### config.mk
export PLATFORM = sky130hd
export DESIGN_NAME = charger_powerup_switch_sequencer
export DESIGN_NICKNAME = d
export VERILOG_FILES = /design/src/inc/seq_pkg.sv /design/src/inc/tmr_if.sv /design/src/hw/charger_powerup_switch_sequencer.sv /design/src/hw/interval_timer.sv
export VERILOG_INCLUDE_DIRS = /design/src /design/src/inc
export SDC_FILE = /design/constraint.sdc
export NUM_CORES = 1
export LEC_CHECK = 0
export BUFFER_PORTS_ARGS = -buffer_cell sky130_fd_sc_hd__buf_2
export CORE_MARGIN = 3
export CORE_UTILIZATION = 40
export CTS_CLUSTER_SIZE = 30
export DETAILED_ROUTE_END_ITERATION = 10
export GPL_TIMING_DRIVEN = 1
export PLACE_DENSITY = 0.57
export SYNTH_ARGS = -nofsm -noshare
export SYNTH_HDL_FRONTEND = slang
export SYNTH_HIERARCHICAL = 1
export SYNTH_SLANG_ARGS = --single-unit
### constraint.sdc
create_clock -name clk_i -period 2.5 [get_ports clk_i]
set_input_delay 0.5 -clock clk_i [delete_from_list [all_inputs] [get_ports clk_i]]
set_output_delay 0.5 -clock clk_i [all_outputs]
set_load 0.1 [all_outputs]
### src/inc/seq_map.svh
`ifndef SEQ_MAP_SVH
`define SEQ_MAP_SVH

// Clock rate and conversion of milliseconds to clock cycles
`define SEQ_CLK_HZ        40000000
`define SEQ_MS_TO_CYC(ms) ((ms) * (`SEQ_CLK_HZ / 1000))

// Interval lengths in milliseconds
`define SEQ_SW_OFF_DLY_MS  9000
`define SEQ_WAKE_ON_MS     600
`define SEQ_LONG_PRESS_MS  12500
`define SEQ_SW_RST_MS      250
`define SEQ_REG_DLY_MS     220
`define SEQ_POOR_TEST_MS   30
`define SEQ_RETRY_MS       2000

// Source status field codes
`define SEQ_STAT_RST       2'h0
`define SEQ_STAT_USB       2'h1
`define SEQ_STAT_ADAPTER   2'h2

// Input limit field codes
`define SEQ_LIM_100MA      3'h0
`define SEQ_LIM_500MA      3'h2
`define SEQ_LIM_ADAPTER    3'h7
`define SEQ_LIM_RST        3'h0

`endif

### src/inc/seq_pkg.sv
package seq_pkg;

    // Input source qualification states
    typedef enum logic [2:0] {
        ST_IDLE    = 3'h0,
        ST_QUALIFY = 3'h1,
        ST_RETRY   = 3'h2,
        ST_DETECT  = 3'h3,
        ST_READY   = 3'h4
    } qual_state_type;

endpackage : seq_pkg

### src/inc/tmr_if.sv
`timescale 1ns/10ps
interface tmr_if;
    logic run;
    logic done;

    modport ctrl (output run, input done);
    modport tmr  (input run, output done);
endinterface : tmr_if

### src/hw/charger_powerup_switch_sequencer.sv
// Behaviour
// RQ1 - supply rise resets all register fields
// RQ2 - battery only: switch closed, regulator off
// RQ3 - switch-off request opens switch after delay
// RQ4 - host sets switch-off request without battery
// RQ5 - host disables watchdog with switch-off request; no watchdog disable here, watchdog_expired_i still clears the request
// RQ6 - insertion, write zero, watchdog, reset clear request
// RQ7 - held wake press closes switch, ends shipping
// RQ8 - long wake press pulses switch open
// RQ9 - long-press reset gated by enable bit
// RQ10 - regulator needs supply, sleep condition, delay
// RQ11 - otherwise high impedance, battery feeds system
// RQ12 - qualify input under test load first
// RQ13 - pass sets power good, pin, interrupt
// RQ14 - failed qualification retried every interval
// RQ15 - limit detection runs after power good
// RQ16 - detection writes status and limit fields
// RQ17 - select high: second pin picks limit
// RQ18 - host high impedance holds until cleared
// RQ19 - interval counters restart on dropped condition
`timescale 1ns/10ps
`include "seq_map.svh"
module charger_powerup_switch_sequencer
    import seq_pkg::*;
#(
    parameter logic [31:0] SW_OFF_DLY_CYC =
        32'(`SEQ_MS_TO_CYC(`SEQ_SW_OFF_DLY_MS)),
    parameter logic [31:0] WAKE_ON_CYC    =
        32'(`SEQ_MS_TO_CYC(`SEQ_WAKE_ON_MS)),
    parameter logic [31:0] LONG_PRESS_CYC =
        32'(`SEQ_MS_TO_CYC(`SEQ_LONG_PRESS_MS)),
    parameter logic [31:0] SW_RST_CYC     =
        32'(`SEQ_MS_TO_CYC(`SEQ_SW_RST_MS)),
    parameter logic [31:0] REG_DLY_CYC    =
        32'(`SEQ_MS_TO_CYC(`SEQ_REG_DLY_MS)),
    parameter logic [31:0] POOR_TEST_CYC  =
        32'(`SEQ_MS_TO_CYC(`SEQ_POOR_TEST_MS)),
    parameter logic [31:0] RETRY_CYC      =
        32'(`SEQ_MS_TO_CYC(`SEQ_RETRY_MS))
) (
    input  wire logic       clk_i,
    input  wire logic       arst_n_i,
    input  wire logic       vbus_above_uvlo_i,
    input  wire logic       bat_above_uvlo_i,
    input  wire logic       bat_above_depl_i,
    input  wire logic       sleep_ok_i,
    input  wire logic       input_ovp_i,
    input  wire logic       input_above_poor_i,
    input  wire logic       wake_pin_n_i,
    input  wire logic       source_select_i,
    input  wire logic       second_limit_pin_i,
    input  wire logic       switch_off_wr_i,
    input  wire logic       switch_off_wdata_i,
    input  wire logic       watchdog_expired_i,
    input  wire logic       register_reset_i,
    input  wire logic       system_reset_enable_i,
    input  wire logic       host_high_imp_i,
    input  wire logic       limit_wr_i,
    input  wire logic [2:0] limit_wdata_i,
    output logic            battery_switch_on_o,
    output logic            internal_regulator_en_o,
    output logic            high_impedance_state_o,
    output logic            poor_test_load_o,
    output logic            buck_enable_o,
    output logic            power_good_o,
    output logic            power_good_pin_n_o,
    output logic            int_o,
    output logic            switch_off_request_o,
    output logic [1:0]      source_status_field_o,
    output logic [2:0]      input_limit_field_o
);
    qual_state_type state;
    qual_state_type next_state;
    logic           supply_ok_q;
    logic           vbus_q;
    logic           soft_rst;
    logic           vbus_rise;
    logic           wake_armed;
    logic           wake_on_q;
    logic           wake_on_evt;
    logic           rst_pulse;
    logic           reg_cond;

    tmr_if off_t ();
    tmr_if wake_t ();
    tmr_if long_t ();
    tmr_if pulse_t ();
    tmr_if reg_t ();
    tmr_if test_t ();
    tmr_if retry_t ();

    // Interval timers, one per delay
    interval_timer #(.LIMIT(SW_OFF_DLY_CYC)) u_off (
        .clk_i(clk_i), .arst_n_i(arst_n_i), .t(off_t));
    interval_timer #(.LIMIT(WAKE_ON_CYC)) u_wake (
        .clk_i(clk_i), .arst_n_i(arst_n_i), .t(wake_t));
    interval_timer #(.LIMIT(LONG_PRESS_CYC)) u_long (
        .clk_i(clk_i), .arst_n_i(arst_n_i), .t(long_t));
    interval_timer #(.LIMIT(SW_RST_CYC)) u_pulse (
        .clk_i(clk_i), .arst_n_i(arst_n_i), .t(pulse_t));
    interval_timer #(.LIMIT(REG_DLY_CYC)) u_reg (
        .clk_i(clk_i), .arst_n_i(arst_n_i), .t(reg_t));
    interval_timer #(.LIMIT(POOR_TEST_CYC)) u_test (
        .clk_i(clk_i), .arst_n_i(arst_n_i), .t(test_t));
    interval_timer #(.LIMIT(RETRY_CYC)) u_retry (
        .clk_i(clk_i), .arst_n_i(arst_n_i), .t(retry_t));

    // Supply and input edge tracking
    always_ff @(posedge clk_i or negedge arst_n_i) begin
        if (!arst_n_i) begin
            supply_ok_q <= 1'b0;
            vbus_q      <= 1'b0;
            wake_on_q   <= 1'b0;
        end else begin
            supply_ok_q <= vbus_above_uvlo_i | bat_above_uvlo_i;
            vbus_q      <= vbus_above_uvlo_i;
            wake_on_q   <= wake_t.done;
        end
    end

    // Register reset on supply rise or host reset bit
    assign soft_rst  = ((vbus_above_uvlo_i | bat_above_uvlo_i)
                        & ~supply_ok_q) | register_reset_i; // RQ1
    assign vbus_rise = vbus_above_uvlo_i & ~vbus_q;

    // Switch-off request: host set wins over any clear
    always_ff @(posedge clk_i or negedge arst_n_i) begin
        if (!arst_n_i) begin
            switch_off_request_o <= 1'b0;
        end else if (switch_off_wr_i && switch_off_wdata_i) begin
            switch_off_request_o <= 1'b1; // RQ3
        end else if (soft_rst || vbus_rise || switch_off_wr_i
                     || watchdog_expired_i || wake_on_evt) begin
            switch_off_request_o <= 1'b0; // RQ6 RQ7
        end
    end

    // Forced-off delay runs while the request stands
    assign off_t.run = switch_off_request_o; // RQ3 RQ19

    // Wake press needs a high level first, then a held low
    always_ff @(posedge clk_i or negedge arst_n_i) begin
        if (!arst_n_i) begin
            wake_armed <= 1'b0;
        end else if (wake_pin_n_i) begin
            wake_armed <= 1'b1;
        end else if (long_t.done) begin
            wake_armed <= 1'b0;
        end
    end

    assign wake_t.run  = wake_armed & ~wake_pin_n_i; // RQ7 RQ19
    assign wake_on_evt = wake_t.done & ~wake_on_q; // RQ7
    assign long_t.run  = wake_armed & ~wake_pin_n_i & ~vbus_above_uvlo_i
                         & ~switch_off_request_o
                         & system_reset_enable_i; // RQ8 RQ9

    // Switch reset pulse after a long press
    always_ff @(posedge clk_i or negedge arst_n_i) begin
        if (!arst_n_i) begin
            rst_pulse <= 1'b0;
        end else if (long_t.done) begin
            rst_pulse <= 1'b1; // RQ8
        end else if (pulse_t.done) begin
            rst_pulse <= 1'b0;
        end
    end

    assign pulse_t.run = rst_pulse;

    // Battery switch drive
    always_ff @(posedge clk_i or negedge arst_n_i) begin
        if (!arst_n_i) begin
            battery_switch_on_o <= 1'b0;
        end else begin
            battery_switch_on_o <= bat_above_depl_i & ~off_t.done
                                   & ~rst_pulse; // RQ2 RQ3 RQ8
        end
    end

    // Regulator enable conditions and start-up delay
    assign reg_cond  = vbus_above_uvlo_i & sleep_ok_i & ~host_high_imp_i;
    assign reg_t.run = reg_cond; // RQ10 RQ19

    // Qualification sequence
    always_comb begin
        next_state = state;
        case (state)
            ST_IDLE: begin
                if (reg_t.done) begin
                    next_state = ST_QUALIFY; // RQ10
                end
            end
            ST_QUALIFY: begin
                if (input_ovp_i || !input_above_poor_i) begin
                    next_state = ST_RETRY; // RQ12
                end else if (test_t.done) begin
                    next_state = ST_DETECT; // RQ13
                end
            end
            ST_RETRY: begin
                if (retry_t.done) begin
                    next_state = ST_QUALIFY; // RQ14
                end
            end
            ST_DETECT: next_state = ST_READY; // RQ15
            ST_READY:  next_state = ST_READY;
            default:   next_state = ST_IDLE;
        endcase
        if (!reg_cond) begin
            next_state = ST_IDLE; // RQ11 RQ18
        end
    end

    always_ff @(posedge clk_i or negedge arst_n_i) begin
        if (!arst_n_i) begin
            state <= ST_IDLE;
        end else begin
            state <= next_state;
        end
    end

    assign test_t.run  = (state == ST_QUALIFY) && reg_cond; // RQ12
    assign retry_t.run = (state == ST_RETRY) && reg_cond; // RQ14

    // Converter side outputs
    always_ff @(posedge clk_i or negedge arst_n_i) begin
        if (!arst_n_i) begin
            internal_regulator_en_o <= 1'b0;
            high_impedance_state_o  <= 1'b1;
            poor_test_load_o        <= 1'b0;
            buck_enable_o           <= 1'b0;
        end else begin
            internal_regulator_en_o <= next_state != ST_IDLE; // RQ10
            high_impedance_state_o  <= next_state == ST_IDLE; // RQ11
            poor_test_load_o        <= next_state == ST_QUALIFY;
            buck_enable_o           <= next_state == ST_READY;
        end
    end

    // Power good status, pin and interrupt
    always_ff @(posedge clk_i or negedge arst_n_i) begin
        if (!arst_n_i) begin
            power_good_o       <= 1'b0;
            power_good_pin_n_o <= 1'b1;
            int_o              <= 1'b0;
        end else begin
            power_good_o       <= next_state inside {ST_DETECT, ST_READY};
            power_good_pin_n_o <= !(next_state inside {ST_DETECT,
                                                       ST_READY});
            int_o <= (state == ST_QUALIFY)
                     && (next_state == ST_DETECT); // RQ13
        end
    end

    // Detection result; a detection write wins over a host write
    always_ff @(posedge clk_i or negedge arst_n_i) begin
        if (!arst_n_i) begin
            source_status_field_o <= `SEQ_STAT_RST;
            input_limit_field_o   <= `SEQ_LIM_RST;
        end else if (state == ST_DETECT) begin
            if (source_select_i) begin
                source_status_field_o <= `SEQ_STAT_USB; // RQ17
                input_limit_field_o   <= second_limit_pin_i ?
                    `SEQ_LIM_500MA : `SEQ_LIM_100MA; // RQ16 RQ17
            end else begin
                source_status_field_o <= `SEQ_STAT_ADAPTER; // RQ16
                input_limit_field_o   <= `SEQ_LIM_ADAPTER;
            end
        end else if (soft_rst) begin
            source_status_field_o <= `SEQ_STAT_RST; // RQ1
            input_limit_field_o   <= `SEQ_LIM_RST;
        end else if (limit_wr_i) begin
            input_limit_field_o <= limit_wdata_i; // RQ16
        end
    end
endmodule : charger_powerup_switch_sequencer

### src/hw/interval_timer.sv
`timescale 1ns/10ps
module interval_timer #(
    parameter logic [31:0] LIMIT = 32'h0000_0001
) (
    input  wire logic clk_i,
    input  wire logic arst_n_i,
    tmr_if.tmr        t
);
    logic [31:0] cnt;

    // Counts while run holds, restarts when run drops
    always_ff @(posedge clk_i or negedge arst_n_i) begin
        if (!arst_n_i) begin
            cnt <= 32'h0;
        end else if (!t.run) begin
            cnt <= 32'h0;
        end else if (cnt != LIMIT) begin
            cnt <= cnt + 32'h1;
        end
    end

    assign t.done = t.run && (cnt == LIMIT);
endmodule : interval_timer

==> impl_metrics.ini, run 1 <==
[outcome]
outcome = finished clean

[cells_and_area]
areaGrowthSynthToFinish_pct = 12.86
drive_above_1_share_pct = 11.15
antenna_cells = 0
final_core_util_pct = 45.86
nNetsFinal = 1521
final_cell_area_um2 = 15410
fillers = 3164

[route]
via_count = 11280
vias_per_cell = 5.768
antenna_left = 0
firstDrtPassIters = 5
drt-initial-drc-count = 775
wl_per_cell_um = 16.00
drc = 0
routed_wl_um = 31280

[timing]
fin_crit_sh_pct = 91.95
hold_viol_final = 0
setup_viol = 0
timing_max_transition_violations_final = 0
fin_skew_ns = 0.008783
fin_tns_setup_ns = 0
period_minus_slack_ns = 2.299
rsz0062_at_grt = no
relSlewSlack_pct = 63.52
worst_slew_pin_slew_ns = 0.5467
clock.fmax_mhz = 435.0

[clock_tree]
root_buffer = clkbuf_16
cts_setup_buffers = 0
clk_path_buf_depth = 3
worstSkewPairLatency_ns = 0.55
cts.sinks = 246
cts_inserted_buffers = 30
htree_levels = 1
path_clk_slew_ns = 0.06
cts_tree = done

[synthesis]
synthesis.nets = 1482
syn-cell-area_um2 = 13660
yosysWarnings = 6
yosys-top-cells-count = 244 x dfrtp_1, 139 x a21oi_1, 85 x nand2_1, 81 x nand3_1, 77 x nor2_1
async_flop_share_pct = 100.0
yosysMostFrequentCell = dfrtp_1
ys_ff_latch = 246
syn_avg_cell_area_um2 = 9.439
synth-edff-count = 0
yosysSeqAreaShare_pct = 45.09
synth_area_leaders = dfrtp_1 45%, a21oi_1 5.1%, or4_1 4.0%
yosysUniqueCellTypes = 76
yosys_most_used_dff = dfrtp_1
synth_top_area_share_pct = 44.71
yosys.area.top_type = dfrtp_1
syn_inst = 1447

[die]
chipHeight_um = 190.8
start_util_pct = 40.63
core_area_um2 = 33620
die-area_um2 = 36400
die_w_um = 190.8
num_io_pins = 35
placementRows = 67

[worst_setup_path]
crit_path_max_fanout = 11
crit_required_ns = 2.97
crit_type = reg2reg
critPathLaunchType = flop
cp.arrival_ns = 2.77
end_kind = flop

[power]
p_leak_nw = 5.710
power_density_nw_per_um2 = 566.0
irDropWorstVdd_v = 0.0005600

[global_routing]
grt_use_total_pct = 17.28
antenna_found_initial = 0
grt_start_max_net_pins = 61
grt_pass1_vias = 10780
grt_first_pass_wirelength_um = 54120
overflow = 0

[hold_path]
hp-class = in2reg

[run]
cap_violations = 0

[placed_design]
routabilityCongestion = 0.7913
place_area_um2 = 14380
port_buffers = 34
detailedPlacementHpwl_um = 21040
critical path: stages, from the launching register on:
cell,delay [ns]
dfrtp_1,0.42
ha_1,0.27
nand2_1,0.15
or4_1,0.69
or4_1,0.55
a21oi_1,0.15
kinds of logic after synthesis:
family,synth area share [%]
fa+ha+maj,1.283
xor+xnor,4.425
buf+inv,3.948
compound gates,13.17
mux,1.108
flops,45.09
simple gates,30.97
flip-flops by register name, summed over array words and instances, names as in the netlist, 2 cells and up:
name                   cells
source_status_field_o      2
u_off/cnt                 32
u_long/cnt                32
u_wake/cnt                32
u_retry/cnt               32
u_test/cnt                32
u_pulse/cnt               32
input_limit_field_o        3
state                      3
u_reg/cnt                 32
layout by cell type, fill, tap and decap left out, types with 7 or more instances in the layout:
master and instances:
a21oi_1 139, o31ai_1 68, nand4_1 76, nand3_1 81, nor4bb_1 10, nor2_1 77
buf_4 31, ha_1 14, o41ai_1 10, clkinv_2 9, clkbuf_16 31, nor4b_1 19
nand2b_1 22, and2_1 14, mux2i_1 14, nand2_1 85, dfrtp_1 244, nor4_1 40
or4_1 73, and4_1 32, xor2_1 48, nor3b_1 7, buf_2 33, xnor2_1 21
inv_1 52, or3_1 39, and3_1 18, o21ai_0 54, nor3_1 30
worst paths after layout:
path / startpoint / cells past startpoint / slack [ns] / endpoint
setup / recovery: u_pulse/cnt[1] / 5 / 0.20 / u_pulse/cnt[26]
hold / removal: switch_off_wdata_i / 3 / 0.14 / switch_off_request_o
setup reg to reg: u_pulse/cnt[1] / 5 / 0.20 / u_pulse/cnt[26]
hold reg to reg: wake_armed / 1 / 0.47 / wake_armed
max in group asynchronous: arst_n_i / 3 / 1.34 / power_good_pin_n_o
min in group asynchronous: arst_n_i / 2 / 0.48 / u_reg/cnt[24]
cell type report:
| class | count | area (µm²) | area share, % |
|---|---|---|---|
| clock buffer | 38 | 842.1 | 5.463 |
| clock inverter | 15 | 181.4 | 1.177 |
| multi-input combinational | 1084 | 6967 | 45.19 |
| timing repair buffer | 70 | 503.0 | 3.263 |
| sequential | 246 | 6158 | 39.95 |
| inverter | 54 | 202.7 | 1.315 |
| tap | 448 | 560.5 | 3.636 |
per-layer routing:
layer	global-route usage [%]	wire (µm)	vias up
met5	0	0	-
li1	-	-	5601
met4	4.036	654	0
met1	25.00	15430	5476
met2	27.68	14180	155
met3	2.224	1014	44
through the flow:
step / std cells / power [mW] / setup slack [ns] / hold WS, ns
after CTS: 1955 / 8.899 / 0.1441 / 0.1175
after floorplan: 1447 / 4.184 / 0.2398 / 0.2044
after detailed placement: 1901 / 4.350 / 0.1738 / 0.4631
after global routing: 1955 / 9.094 / 0.01382 / 0.1432
final: 1955 / 8.725 / 0.2013 / 0.1447
after global placement: 1901 / 4.349 / 0.2278 / 0.4599
what timing repair did:
item	CTS	global route
hold endpoints to repair	56	0
hold buffers	1	0
setup endpoints to repair	0	3
gates resized for setup	0	1
report_power, final:
part           leakage, nW  switching [mW]  internal [mW]
Clock                0.510            1.68           2.77
Combinational         1.81           0.194         0.0705
Sequential            3.39          0.0105           4.00
Total                 5.71            1.89           6.84
(Power assumes the default switching activity.)
==> inputs of run 2 (changes only) <==
--- a/config.mk
+++ b/config.mk
@@ -7,7 +7,7 @@
 export NUM_CORES = 1
 export LEC_CHECK = 0
 export BUFFER_PORTS_ARGS = -buffer_cell sky130_fd_sc_hd__buf_2
-export CORE_MARGIN = 3
+export CORE_MARGIN = 10
 export CORE_UTILIZATION = 40
 export CTS_CLUSTER_SIZE = 30
 export DETAILED_ROUTE_END_ITERATION = 10
==> run 2 against run 1 <==
Against the previous run:
- setup slack better by 0.045 ns
- critical path depth unchanged
- clock skew up 0.0018 ns
==> impl_metrics.ini, run 2 (synthesized netlist as in run 1, its figures left out) <==
[clock_tree]
path_clk_slew_ns = 0.06
clk_path_buf_depth = 3
cts_setup_buffers = 0
cts_tree = done
cts_inserted_buffers = 28
htree_levels = 1
root_buffer = clkbuf_16
cts.sinks = 246
worstSkewPairLatency_ns = 0.55

[cells_and_area]
multiInputGateArea_um2 = 6967
fillers = 3182
areaGrowthSynthToFinish_pct = 12.54
seqCellArea_um2 = 6158
drive_above_1_share_pct = 11.02
final_cell_mix = 244 x dfrtp_1, 139 x a21oi_1, 85 x nand2_1
final_core_util_pct = 45.73
nNetsFinal = 1519
layout.cells.most_common = dfrtp_1
antenna_cells = 0

[global_routing]
grt_use_total_pct = 14.91
grt_start_max_net_pins = 78
antenna_found_initial = 0
grt_pass1_vias = 10830
overflow = 0
grt_first_pass_wirelength_um = 54080

[outcome]
outcome = finished clean

[worst_setup_path]
cp-startpoint = u_pulse/cnt[1]
cp_cell_sequence = ha_1 > nand2_1 > or4_1 > or4_1 > a21oi_1
crit_required_ns = 2.98
critPathLaunchType = flop
end_kind = flop
crit_path_max_fanout = 11
r2r_slack_ns = 0.25
crit_slowest_cell = or4_1
reg2reg_to = u_pulse/cnt[26]
cp.arrival_ns = 2.73
path_delay_family = simple AND/OR/NAND/NOR gates
path_common_cell = or4_1
path_depth = 5
critPathMaxStageDelay_ns = 0.71
rr_worst_depth = 5
r2r-start = u_pulse/cnt[1]
path_buf_inv = 0
crit_end = u_pulse/cnt[26]
crit_type = reg2reg

[die]
num_io_pins = 35
placementRows = 67
start_util_pct = 40.63
chipHeight_um = 204.8
core_area_um2 = 33620
die_w_um = 204.8
die-area_um2 = 41940

[placed_design]
port_buffers = 34
detailedPlacementHpwl_um = 21230
routabilityCongestion = 0.7991

[route]
vias_per_cell = 5.834
via_count = 11400
wl_per_cell_um = 16.08
antenna_left = 0
firstDrtPassIters = 5
drt-initial-drc-count = 815
drc = 0
routed_wl_um = 31430

[power]
p_leak_nw = 5.683
irDropWorstVdd_v = 0.0004837
power_density_nw_per_um2 = 564.7

[timing]
fin_skew_ns = 0.01056
clock.fmax_mhz = 443.7
fin_tns_setup_ns = 0
rsz0062_at_grt = no
worst_slew_pin_slew_ns = 0.6092
period_minus_slack_ns = 2.254
hold_viol_final = 0
relSlewSlack_pct = 58.82
timing_max_transition_violations_final = 0
setup_viol = 0
fin_crit_sh_pct = 90.15

[run]
cap_violations = 0

[hold_path]
hp-class = in2reg
-- run 2: layout make-up --
type | count | share of cell area [%]
sequential | 246 | 40.07
tap | 448 | 3.647
clock inverter | 16 | 1.368
multi-input combinational | 1084 | 45.32
timing repair buffer | 70 | 3.191
clock buffer | 36 | 5.088
inverter | 54 | 1.319
-- run 2: repair_timing --
action	CTS	global route
hold buffers	1	0
setup endpoints to repair	0	1
hold endpoints to repair	32	0
gates resized for setup	0	1
-- run 2: worst min-delay path by stage --
stage	startpoint	to	cells past startpoint
3_3_place_gp	arst_n_i	u_reg/cnt[21]	1
2_1_floorplan	arst_n_i	battery_switch_on_o	0
3_5_place_dp	arst_n_i	u_reg/cnt[21]	1
5_1_grt	bat_above_uvlo_i	supply_ok_q	2
6_report	bat_above_uvlo_i	supply_ok_q	2
4_1_cts	bat_above_uvlo_i	supply_ok_q	2
-- run 2: layer usage --
metal | wire [µm] | track usage, %
met5 | 0 | 0
met4 | 638 | 3.570
met3 | 982 | 2.243
met2 | 14340 | 23.78
met1 | 15470 | 20.80
-- run 2: stage by stage --
step | cells | power, mW | setup WS [ns] | hold slack, ns | area (µm²)
5_1_grt | 1954 | 9.005 | 0.05627 | 0.1447 | 15370
2_1_floorplan | 1447 | 4.184 | 0.2398 | 0.2044 | 13660
3_5_place_dp | 1901 | 4.347 | 0.1691 | 0.4056 | 14360
4_1_cts | 1954 | 8.830 | 0.2201 | 0.1310 | 15360
6_report | 1954 | 8.681 | 0.2463 | 0.1553 | 15370
3_3_place_gp | 1901 | 4.346 | 0.2383 | 0.4071 | 14360
-- run 2: where the power goes --
| group | internal [mW] | leakage [nW] | switching [mW] |
|---|---|---|---|
| combinational | 0.0663 | 1.80 | 0.194 |
| clock | 2.72 | 0.490 | 1.70 |
| sequential | 3.99 | 3.39 | 0.0114 |
| total | 6.78 | 5.68 | 1.90 |
